===== src/design/cmo_pkg.sv =====
// constants shared by the clock monitor and oscillator step control
package cmo_pkg;

  // control register field positions
  localparam int unsigned CTL_EXT_STABLE_BIT = 0;
  localparam int unsigned CTL_EXT_ON_BIT = 1;
  localparam int unsigned CTL_INT_STABLE_BIT = 2;
  localparam int unsigned CTL_INT_ON_BIT = 3;
  localparam int unsigned CTL_SRC_SEL_BIT = 4;
  localparam int unsigned CTL_MON_ON_BIT = 5;
  localparam int unsigned CTL_MON_FLAG_BIT = 6;
  localparam int unsigned CTL_IRQ_EN_BIT = 7;
  localparam int unsigned CTL_W = 8;

  // values after reset: internal clock running and selected
  localparam logic RST_INT_ON = 1'b1;
  localparam logic RST_EXT_ON = 1'b0;
  localparam logic RST_SRC_SEL = 1'b0;
  localparam logic RST_MON_ON = 1'b0;
  localparam logic RST_IRQ_EN = 1'b0;
  localparam logic RST_MON_FLAG = 1'b0;

  // oscillator code layout
  localparam int unsigned STAGE_W = 8;
  localparam int unsigned DIV_W = 4;
  localparam int unsigned RING_SEL_LSB = 5;
  localparam logic [7:0] RST_STAGE_CODE = 8'h00;
  localparam logic [3:0] RST_DIV_CODE = 4'h0;
  localparam logic [3:0] DIV_CODE_MAX = 4'h9;
  localparam logic [7:0] FINE_STEP = 8'h01;
  localparam logic [7:0] COARSE_STEP = 8'h20;

  // ring length: base delays plus two per ring-select step
  localparam logic [4:0] RING_BASE_DELAYS = 5'h11;
  localparam int unsigned RING_DELAY_STEP_SHIFT = 1;

  // activity detector: missed reference low phases before inactive
  localparam logic [1:0] MISS_LIMIT = 2'h2;

endpackage


===== src/design/cmo_act_det.sv =====
// clock activity detector: watches one clock against a slower reference
module cmo_act_det
  import cmo_pkg::*;
(
  input wire logic core_clk,
  input wire logic resetn,
  input wire logic enable,
  input wire logic watched_clk,
  input wire logic ref_clk,
  output logic inactive_q
);

  logic watched_prev_q; // last sample of the watched clock
  logic ref_prev_q; // last sample of the reference
  logic edge_seen_q; // a falling edge was seen in this low phase
  logic [1:0] miss_cnt_q; // consecutive low phases without an edge
  logic watched_fall;
  logic ref_rise;
  logic low_fall;

  assign watched_fall = watched_prev_q & ~watched_clk;
  assign ref_rise = ~ref_prev_q & ref_clk;
  // only edges during a reference low phase count
  assign low_fall = watched_fall & ~ref_clk;

  // sample both levels for edge detection
  always_ff @(posedge core_clk or negedge resetn) begin
    if (!resetn) begin
      watched_prev_q <= 1'b0;
      ref_prev_q <= 1'b0;
    end else begin
      watched_prev_q <= watched_clk;
      ref_prev_q <= ref_clk;
    end
  end

  // remember an edge until the low phase closes
  always_ff @(posedge core_clk or negedge resetn) begin
    if (!resetn) begin
      edge_seen_q <= 1'b0;
    end else if (!enable || ref_rise) begin
      edge_seen_q <= 1'b0;
    end else if (low_fall) begin
      edge_seen_q <= 1'b1;
    end
  end

  always_ff @(posedge core_clk or negedge resetn) begin
    if (!resetn) begin
      miss_cnt_q <= 2'h0;
      inactive_q <= 1'b0;
    end else if (!enable) begin
      // detector idle while either clock is off
      miss_cnt_q <= 2'h0;
      inactive_q <= 1'b0;
    end else if (low_fall) begin
      // any falling edge in a low phase revives the clock at once
      miss_cnt_q <= 2'h0;
      inactive_q <= 1'b0;
    end else if (ref_rise && !edge_seen_q) begin
      if (miss_cnt_q + 2'h1 >= MISS_LIMIT) begin
        inactive_q <= 1'b1;
        miss_cnt_q <= MISS_LIMIT;
      end else begin
        miss_cnt_q <= miss_cnt_q + 2'h1;
      end
    end else if (ref_rise) begin
      miss_cnt_q <= 2'h0;
    end
  end

endmodule


===== src/design/cmo_clock_monitor.sv =====
// clock monitor supervision, forced source switching and oscillator step codes
module cmo_clock_monitor
  import cmo_pkg::*;
#(
  parameter int unsigned STAGE_BITS = STAGE_W,
  parameter int unsigned DIV_BITS = DIV_W
)
(
  input wire logic core_clk,
  input wire logic resetn,
  input wire logic ctl_wr,
  input wire logic [CTL_W-1:0] ctl_wdata,
  input wire logic ctl_rd,
  output logic [CTL_W-1:0] ctl_rdata_q,
  input wire logic internal_clock_ready,
  input wire logic external_clock_ready,
  input wire logic internal_clock,
  input wire logic external_clock,
  input wire logic internal_base_clock,
  input wire logic internal_ref_clock,
  input wire logic external_ref_clock,
  input wire logic loop_filter_up,
  input wire logic loop_filter_down,
  input wire logic loop_filter_coarse,
  output logic oscillator_output_clock,
  output logic timebase_clock,
  output logic clock_source_select,
  output logic monitor_flag,
  output logic monitor_irq,
  output logic internal_inactive,
  output logic external_inactive,
  output logic [STAGE_BITS-1:0] osc_stage_code_q,
  output logic [DIV_BITS-1:0] osc_divider_code_q,
  output logic [DIV_BITS-1:0] osc_divide_exponent,
  output logic [4:0] ring_stage_delays
);

  // software-held control bits
  logic internal_clock_on_q; // internal generator enabled
  logic external_clock_on_q; // external generator enabled
  logic src_sel_q; // 1 selects the external clock
  logic clock_monitor_on_q; // monitor armed
  logic monitor_irq_enable_q; // interrupt gate
  logic monitor_flag_q; // sticky monitor event
  logic flag_read_q; // flag was read while set
  logic any_inactive_q; // last value of combined inactivity

  // derived status
  logic internal_clock_stable; // reported stable, gated as hardware does
  logic external_clock_stable;
  logic all_ready; // both on and both stable
  logic any_inactive;
  logic inactive_rise;
  logic det_enable;
  logic force_ext; // monitor forces external after internal died
  logic force_int; // monitor forces internal after external died
  logic tb_sel_ext; // timebase switch select
  logic out_sel_ext; // output clock switch select

  // stability reads clear while a clock is off or judged inactive
  assign internal_clock_stable = internal_clock_ready & internal_clock_on_q & ~internal_inactive;
  assign external_clock_stable = external_clock_ready & external_clock_on_q & ~external_inactive;
  assign all_ready = internal_clock_on_q & external_clock_on_q
                   & internal_clock_stable & external_clock_stable;

  // detectors run only while both clocks run, else nothing to compare
  assign det_enable = internal_clock_on_q & external_clock_on_q;

  // internal base clock judged against external reference
  cmo_act_det u_int_det (
    .core_clk(core_clk),
    .resetn(resetn),
    .enable(det_enable),
    .watched_clk(internal_base_clock),
    .ref_clk(external_ref_clock),
    .inactive_q(internal_inactive)
  );

  // external clock judged against internal reference
  cmo_act_det u_ext_det (
    .core_clk(core_clk),
    .resetn(resetn),
    .enable(det_enable),
    .watched_clk(external_clock),
    .ref_clk(internal_ref_clock),
    .inactive_q(external_inactive)
  );

  assign any_inactive = internal_inactive | external_inactive;
  assign inactive_rise = any_inactive & ~any_inactive_q;

  // forced choices only act while the monitor is on
  assign force_ext = clock_monitor_on_q & internal_inactive & ~external_inactive;
  assign force_int = clock_monitor_on_q & external_inactive & ~internal_inactive;

  // edge history of combined inactivity
  always_ff @(posedge core_clk or negedge resetn) begin
    if (!resetn) begin
      any_inactive_q <= 1'b0;
    end else begin
      any_inactive_q <= any_inactive;
    end
  end

  // generator enable bits
  always_ff @(posedge core_clk or negedge resetn) begin
    if (!resetn) begin
      internal_clock_on_q <= RST_INT_ON;
      external_clock_on_q <= RST_EXT_ON;
    end else if (ctl_wr) begin
      // the running clock cannot be turned off
      if (ctl_wdata[CTL_INT_ON_BIT] || !src_sel_q) begin
        internal_clock_on_q <= ctl_wdata[CTL_INT_ON_BIT] | ~src_sel_q;
      end else begin
        internal_clock_on_q <= 1'b0;
      end
      if (ctl_wdata[CTL_EXT_ON_BIT] || src_sel_q) begin
        external_clock_on_q <= ctl_wdata[CTL_EXT_ON_BIT] | src_sel_q;
      end else begin
        external_clock_on_q <= 1'b0;
      end
    end
  end

  // source select: software write, or forced by the monitor
  always_ff @(posedge core_clk or negedge resetn) begin
    if (!resetn) begin
      src_sel_q <= RST_SRC_SEL;
    end else if (force_ext) begin
      src_sel_q <= 1'b1;
    end else if (force_int) begin
      src_sel_q <= 1'b0;
    end else if (ctl_wr && ctl_wdata[CTL_SRC_SEL_BIT] != src_sel_q) begin
      // switch needs both on, target stable
      if (internal_clock_on_q && external_clock_on_q) begin
        if (ctl_wdata[CTL_SRC_SEL_BIT] ? external_clock_stable : internal_clock_stable) begin
          src_sel_q <= ctl_wdata[CTL_SRC_SEL_BIT];
        end
      end
    end
  end

  // monitor enable
  always_ff @(posedge core_clk or negedge resetn) begin
    if (!resetn) begin
      clock_monitor_on_q <= RST_MON_ON;
    end else if (ctl_wr) begin
      if (!ctl_wdata[CTL_MON_ON_BIT]) begin
        // clearing is always allowed, the service routine relies on it
        clock_monitor_on_q <= 1'b0;
      end else if (all_ready) begin
        clock_monitor_on_q <= 1'b1;
      end
    end
  end

  // interrupt enable
  always_ff @(posedge core_clk or negedge resetn) begin
    if (!resetn) begin
      monitor_irq_enable_q <= RST_IRQ_EN;
    end else if (ctl_wr) begin
      // needs monitor on before write
      // a full mask written once may need a second write for this bit
      monitor_irq_enable_q <= ctl_wdata[CTL_IRQ_EN_BIT] & clock_monitor_on_q;
    end
  end

  // read arming for the flag clear sequence
  always_ff @(posedge core_clk or negedge resetn) begin
    if (!resetn) begin
      flag_read_q <= 1'b0;
    end else if (ctl_wr) begin
      // any write ends the sequence, a fresh read is needed next time
      flag_read_q <= 1'b0;
    end else if (ctl_rd && monitor_flag_q) begin
      flag_read_q <= 1'b1;
    end
  end

  // sticky monitor flag
  always_ff @(posedge core_clk or negedge resetn) begin
    if (!resetn) begin
      monitor_flag_q <= RST_MON_FLAG;
    end else if (clock_monitor_on_q && inactive_rise) begin
      // set on new inactivity
      // set wins over a clear in the same cycle
      monitor_flag_q <= 1'b1;
    end else if (ctl_wr && flag_read_q && !ctl_wdata[CTL_MON_FLAG_BIT]) begin
      // read then write zero
      // writing one leaves the flag as it is
      monitor_flag_q <= 1'b0;
    end
  end

  always_ff @(posedge core_clk or negedge resetn) begin
    if (!resetn) begin
      ctl_rdata_q <= '0;
    end else begin
      ctl_rdata_q <= '0;
      ctl_rdata_q[CTL_EXT_STABLE_BIT] <= external_clock_stable;
      ctl_rdata_q[CTL_EXT_ON_BIT] <= external_clock_on_q;
      ctl_rdata_q[CTL_INT_STABLE_BIT] <= internal_clock_stable;
      ctl_rdata_q[CTL_INT_ON_BIT] <= internal_clock_on_q;
      ctl_rdata_q[CTL_SRC_SEL_BIT] <= src_sel_q;
      ctl_rdata_q[CTL_MON_ON_BIT] <= clock_monitor_on_q;
      ctl_rdata_q[CTL_MON_FLAG_BIT] <= monitor_flag_q;
      ctl_rdata_q[CTL_IRQ_EN_BIT] <= monitor_irq_enable_q;
    end
  end

  assign monitor_irq = monitor_flag_q & monitor_irq_enable_q;
  assign monitor_flag = monitor_flag_q;
  assign clock_source_select = src_sel_q;

  // survivor drives both clocks
  // timebase follows the external enable unless the monitor overrides
  assign tb_sel_ext = force_ext | (external_clock_on_q & ~force_int);
  assign out_sel_ext = src_sel_q;

  // reset forces internal clock
  // plain mux, the glitch-free synchroniser lives in the clock switch cell
  assign oscillator_output_clock = (resetn & out_sel_ext) ? external_clock : internal_clock;
  assign timebase_clock = (resetn & tb_sel_ext) ? external_clock : internal_clock;

  // oscillator step logic
  logic [STAGE_BITS-1:0] step; // size of one correction
  logic [STAGE_BITS:0] stage_sum; // stage plus step, carry on top
  logic [STAGE_BITS:0] stage_diff; // stage minus step, borrow on top
  logic div_at_max;
  logic div_at_min;

  assign step = loop_filter_coarse ? STAGE_BITS'(COARSE_STEP) : STAGE_BITS'(FINE_STEP);
  assign stage_sum = {1'b0, osc_stage_code_q} + {1'b0, step};
  assign stage_diff = {1'b0, osc_stage_code_q} - {1'b0, step};
  // codes above the limit already act as the limit
  assign div_at_max = osc_divider_code_q >= DIV_BITS'(DIV_CODE_MAX);
  assign div_at_min = osc_divider_code_q == '0;

  // codes step only by loop filter corrections
  always_ff @(posedge core_clk or negedge resetn) begin
    if (!resetn) begin
      osc_stage_code_q <= STAGE_BITS'(RST_STAGE_CODE);
      osc_divider_code_q <= DIV_BITS'(RST_DIV_CODE);
    end else if (loop_filter_up && !loop_filter_down) begin
      if (stage_sum[STAGE_BITS]) begin
        // longest period reached: hold rather than wrap to short
        if (!div_at_max) begin
          osc_stage_code_q <= stage_sum[STAGE_BITS-1:0];
          osc_divider_code_q <= osc_divider_code_q + DIV_BITS'(1);
        end
      end else begin
        osc_stage_code_q <= stage_sum[STAGE_BITS-1:0];
      end
    end else if (loop_filter_down && !loop_filter_up) begin
      if (stage_diff[STAGE_BITS]) begin
        // shortest period reached: hold rather than wrap to long
        if (!div_at_min) begin
          osc_stage_code_q <= stage_diff[STAGE_BITS-1:0];
          osc_divider_code_q <= osc_divider_code_q - DIV_BITS'(1);
        end
      end else begin
        osc_stage_code_q <= stage_diff[STAGE_BITS-1:0];
      end
    end
  end

  assign osc_divide_exponent = div_at_max ? DIV_BITS'(DIV_CODE_MAX) : osc_divider_code_q;

  assign ring_stage_delays = RING_BASE_DELAYS
    + 5'({2'b00, osc_stage_code_q[STAGE_BITS-1:RING_SEL_LSB]} << RING_DELAY_STEP_SHIFT);

endmodule


===== config.mk =====
export PLATFORM = sky130hd
export DESIGN_NAME = cmo_clock_monitor
export DESIGN_NICKNAME = d
export VERILOG_FILES = /design/src/design/cmo_pkg.sv /design/src/design/cmo_act_det.sv /design/src/design/cmo_clock_monitor.sv
export SDC_FILE = /design/constraint.sdc
export NUM_CORES = 1
export LEC_CHECK = 0
export BUFFER_PORTS_ARGS = -buffer_cell sky130_fd_sc_hd__buf_2
export CELL_PAD_IN_SITES_DETAIL_PLACEMENT = 1
export CELL_PAD_IN_SITES_GLOBAL_PLACEMENT = 1
export CORE_MARGIN = 5
export CORE_UTILIZATION = 40
export CTS_BUF_LIST = sky130_fd_sc_hd__clkbuf_8
export DETAILED_ROUTE_END_ITERATION = 8
export PLACE_DENSITY = 0.79
export SKIP_CTS_REPAIR_TIMING = 1
export SLEW_MARGIN = 20
export SYNTH_ARGS = -nofsm -noshare
export SYNTH_HDL_FRONTEND = slang
export SYNTH_HIERARCHICAL = 1
export SYNTH_SLANG_ARGS = --single-unit
export TNS_END_PERCENT = 1

===== constraint.sdc =====
create_clock -name core_clk -period 2.5 [get_ports core_clk]
set_input_delay 0.125 -clock core_clk [delete_from_list [all_inputs] [get_ports core_clk]]
set_output_delay 0.125 -clock core_clk [all_outputs]
set_load 0.1 [all_outputs]

### Yosys cells after proc, flatten, opt, wreduce, memory -nomap -nowiden

Cells that the tools add are included.

* flip-flop bits (word level): 40
* bits of input ports: 22
* output and inout bits: 36
* logic and storage cells: 171

* add/subtract/negate cells: 7
* $lt $le $gt $ge: 3
* eq/ne operators: 13
* multiplexer cells: 52
* bitwise gates (word level): 38
* reductions and logical operators: 37

Operators with widths (count)
* two-way mux 8 bit: 6
* two-way mux 1 bit: 28
* two-way mux 4 bit: 7
* AND 1 bit: 23
* two-way mux 2 bit: 10
* inequality test 3 bit (second input constant): 5
* nonzero test 2 bit: 6
* NOT 1 bit: 11
* logical AND 1 bit: 10
* adder 8 x 6 -> 9 bit: 1
* nonzero test 3 bit: 3
* subtractor 8 x 6 -> 9 bit: 1
* inequality test 4 bit (second input constant): 2
* zero test 1 bit: 7
* two-way mux 6 bit: 1
* AND reduction 2 bit: 3
* AND reduction 3 bit: 2
* adder 5 x 4 -> 5 bit (first input constant): 1
* AND reduction 5 bit: 1
* adder 2 x 1 -> 2 bit (second input constant): 2
* adder 4 x 1 -> 4 bit (second input constant): 1
* >= comparator 2 bit (second input constant): 2
* >= comparator 4 bit (second input constant): 1
* zero test 4 bit: 1
* 7 further kinds: 15

### Logic depth before layout (Yosys ltp)

* word-level depth: 8
* mapped depth: 10

### Modules after synthesis

Netlist, hierarchy kept.

By module, submodules not included
* cmo_clock_monitor: instances 1, cells an instance 155, area an instance 1584.0 um^2, sequential area each 701.9 um^2
* cmo_act_det: instances 2, cells an instance 23, area an instance 254.0 um^2, sequential area each 150.1 um^2

### Least setup slack after synthesis

Ideal clock, no wire load.

* kind: reg-to-reg
* start point: register osc_stage_code_q[0]
* end point: register osc_stage_code_q[5]
* library setup time: 0.126 ns
* data arrival time: 2.639 ns
* slack: -0.265 ns
* cell stages (with the launch flop): 9
* path buffers: 0
* period minus slack after synthesis: 2.765 ns
* cells stage by stage: dfrtp_1 inv_1 ha_1 ha_1 nor4b_1 o2111ai_1 nor3_2 or3_1 mux2_2

* longest elaborated chain between the ends: 5
* elaborated cells on any way between the ends: 11
* those cells by class: add/sub: 2; eq/ne: 2; mux: 6; reduce/logical: 1

RTL lines
* start: declaration: line cmo_clock_monitor.sv:32 `output logic [STAGE_BITS-1:0] osc_stage_code_q,`
* start signal: assignment: line cmo_clock_monitor.sv:242 `osc_stage_code_q <= STAGE_BITS'(RST_STAGE_CODE);`
* start signal: assignment: line cmo_clock_monitor.sv:248 `osc_stage_code_q <= stage_sum[STAGE_BITS-1:0];`
* start signal: assignment: line cmo_clock_monitor.sv:252 `osc_stage_code_q <= stage_sum[STAGE_BITS-1:0];`
* subtractor 8 x 6 -> 9 bit: line cmo_clock_monitor.sv:234 `assign stage_diff = {1'b0, osc_stage_code_q} - {1'b0, step};`
* two-way mux 8 bit: line cmo_clock_monitor.sv:257 `if (!div_at_min) begin`
* two-way mux 8 bit: line cmo_clock_monitor.sv:255 `if (stage_diff[STAGE_BITS]) begin`
* two-way mux 8 bit: line cmo_clock_monitor.sv:254 `end else if (loop_filter_down && !loop_filter_up) begin`
* two-way mux 8 bit: line cmo_clock_monitor.sv:244 `end else if (loop_filter_up && !loop_filter_down) begin`

Several ways; a longest one is shown, not always the timed one. The select of a mux whose other input is x is not followed.
A chain may end at the register's enable or synchronous reset.

### Worst setup path in the final report

Same ends and word-level chain as after synthesis.

==> results.yml <==
logic_synthesis:
  synth.yosys.warnings: 6
  synthArstFlopShare_pct: 100
  ys_seq_area_share_pct: 47.9
  synth_top_area_share_pct: 46.7
  synth_ff_type: "dfrtp_1"
  synth_area_mm2: 0.00209
  synth-edff-count: 0
  synthTopCellsByArea: "dfrtp_1 (47%), ha_1 (6.6%), inv_1 (3.2%), nor2_1 (3.1%), mux2_2 (2.7%)"
  synthDistinctLibCells: 55
  syn_area_per_cell_um2: 10.4
  synth_area_leader_cell: "dfrtp_1"
  syn_inst: 201
  ys_ff_latch: 40
sta:
  fin_skew_ns: 0.00277
  setup_viol: 0
  drv_slew: 0
  max_freq_mhz: 443
  fin_crit_ns: 2.26
  setup_tns_ns: 0
  finalHoldViolations: 39
  relSlewSlack_pct: 62.3
  worstMarginPinSlew_ns: 0.552
  period_share_pct: 90.2
  rsz0062_at_grt: "false"
  holdWs_ns: -0.0292
final_layout:
  n_antenna_cell: 0
  nNetsFinal: 294
  drive_above_1_share_pct: 31.4
  areaGrowthSynthToFinish_pct: 22.5
  fin_util_pct: 50.2
  fill_cells: 603
global_routing:
  grt_use_total_pct: 15.9
  gr-total-overflow: 0
  grtUsageMet3_pct: 4.23
  grt_max_degree: 41
  antenna_found_initial: 0
  met1_usage_pct: 19.7
  busiest_layer: "met2"
  grt_pass1_vias: 1739
  grt_use_met2_pct: 27.4
  grt_pass1_wl_um: 8270
worst_setup_path:
  critPathLaunchType: "flop"
  required_ns: 2.67
  worstSetupPathType: "flop to flop"
  end_kind: "flop"
  worstPathArrival_ns: 2.43
  crit_path_max_fanout: 3
run:
  drv_cap: 0
hold_path:
  hold_class: "input port to async pin"
die:
  fp.dieArea_mm2: 0.00678
  start_util_pct: 41.0
  rows: 26
  ios: 58
  core_mm2: 0.00511
  die_h_um: 82.3
  fp.dieW_um: 82.3
place:
  dp_hpwl_um: 3760
  io_buffers: 53
  place.gp.congestion: 0.812
clock_network:
  cts.sinks: 40
  cts_buffer_depth: 2
  h-tree-depth: 2
  cts.clk_slew.worst_paths_ns: 0.08
  root_buffer: "clkbuf_8"
  cts_tree: "done"
  clk-insertion-delay-late_ns: 0.29
  cts_buffers: 5
status:
  status: "finished, violations left"
  violations: "negative hold slack"
route:
  via_per_inst: 5.04
  detail_route.first_pass.iterations: 4
  drtAntennaViolNets: 0
  drc_errors: 0
  wirelength_um: 4920
  dr.first_iter.drc_count: 21
  dr_total_vias: 1669
  wl_per_cell_um: 14.9
-- layer usage --
layer	part of all wire, %	wire length [µm]
met1	44	2160
met2	50	2450
met3	5.7	281
met4	0.55	27
met5	0	0
-- cells in the mapped netlist, types with 3 or more instances --
cell / number
dfrtp_1: 39
inv_1: 18
nor2_1: 17
nand2_1: 14
ha_1: 11
a21oi_1: 10
o21ai_0: 6
buf_4: 5
mux2_2: 5
mux2i_1: 5
nor2b_1: 4
xnor2_1: 4
xor2_1: 4
clkbuf_1: 3
nand3_1: 3
nand4_1: 3
nor3_1: 3
or3_1: 3
-- cells in the final DEF, fill, tap and decap left out, types with 2 or more instances in the layout --
| cell | n |
|---|---|
| nor2b_1 | 3 |
| nor3_1 | 3 |
| buf_2 | 53 |
| nor4bb_1 | 2 |
| or3_1 | 3 |
| dfrtp_1 | 34 |
| mux2i_1 | 5 |
| and2_1 | 2 |
| dlygate4sd3_1 | 4 |
| or3b_1 | 2 |
| clkbuf_8 | 6 |
| nor2_1 | 17 |
| a21boi_1 | 2 |
| dfrtp_2 | 5 |
| buf_4 | 4 |
| xnor2_1 | 4 |
| mux2_2 | 5 |
| o21ai_0 | 6 |
| nand2_1 | 14 |
| a21oi_1 | 10 |
| nand3_1 | 3 |
| and3b_1 | 2 |
| and4bb_1 | 2 |
| inv_1 | 19 |
| ha_1 | 11 |
| nand4_1 | 3 |
| or2b_1 | 2 |
| xor2_1 | 4 |
| conb_1 | 2 |
-- registers in the layout (all words and copies together), names as in the netlist, 2 cells and up --
| name | cells |
|---|---|
| osc_stage_code_q | 8 |
| u_ext_det/miss_cnt_q | 2 |
| u_int_det/miss_cnt_q | 2 |
| ctl_rdata_q | 8 |
| osc_divider_code_q | 4 |
-- final timing paths --
kind | from | endpoint | slack (ns) | depth (start not counted)
worst max-delay path | osc_stage_code_q[0] | osc_stage_code_q[5] | 0.24 | 8
worst min-delay path | resetn | osc_divider_code_q[1] | -0.03 | 2
worst max register to register | osc_stage_code_q[0] | osc_stage_code_q[5] | 0.24 | 8
worst min register to register | monitor_irq_enable_q | ctl_rdata_q[7] | 0.41 | 0
max in group asynchronous | resetn | osc_stage_code_q[1] | 2.15 | 2
min in group core_clk | ctl_wdata[3] | internal_clock_on_q | 0.06 | 2
-- per-stage QoR --
| stage | hold WS [ns] | setup WS [ns] | cell area (µm²) | instances |
|---|---|---|---|---|
| after detailed placement | 0.250 | 0.259 | 2430 | 319 |
| after floorplan | -0.171 | -0.0319 | 2100 | 202 |
| after global placement | 0.250 | 0.330 | 2430 | 319 |
| final | -0.0292 | 0.244 | 2560 | 331 |
| after global routing | 0.00460 | 0.00946 | 2560 | 331 |
| after CTS | -0.0580 | 0.246 | 2520 | 327 |
-- cell type report --
type                            count  area (µm²)  share of cell area [%]
Clock buffer                        6        82.6                    3.22
Clock inverter                      2        11.3                   0.439
Inverter                           18        67.6                    2.64
Multi-Input combinational cell    134         970                    37.8
Sequential cell                    40        1010                    39.4
Tap cell                           70        87.6                    3.42
Timing Repair Buffer               61         335                    13.1
-- logic make-up (layout without fill, tap and decap cells) --
group	after synthesis	after routing	synth area share, %
xor gates and xnor gates	8	8	3.35
and+or+nand+nor	70	70	19.6
AOI/OAI and AO/OA	32	32	10.3
adders and majority gates	12	12	7.54
other	1	2	0.179
DFF	40	40	47.9
buffers and inverters	28	87	6.04
muxes	10	10	5.08
-- worst max-delay path: stages (launching register included) --
cell and delay, ns:
dfrtp_2 0.42, inv_1 0.08, ha_1 0.16, ha_1 0.19, nor4b_1 0.35, o2111ai_1 0.20, nor3_2 0.16, or3_1 0.22
mux2_2 0.35
Power is not shown: default switching activity piles up to over one toggle a cycle in this logic, so the estimate is an artifact.
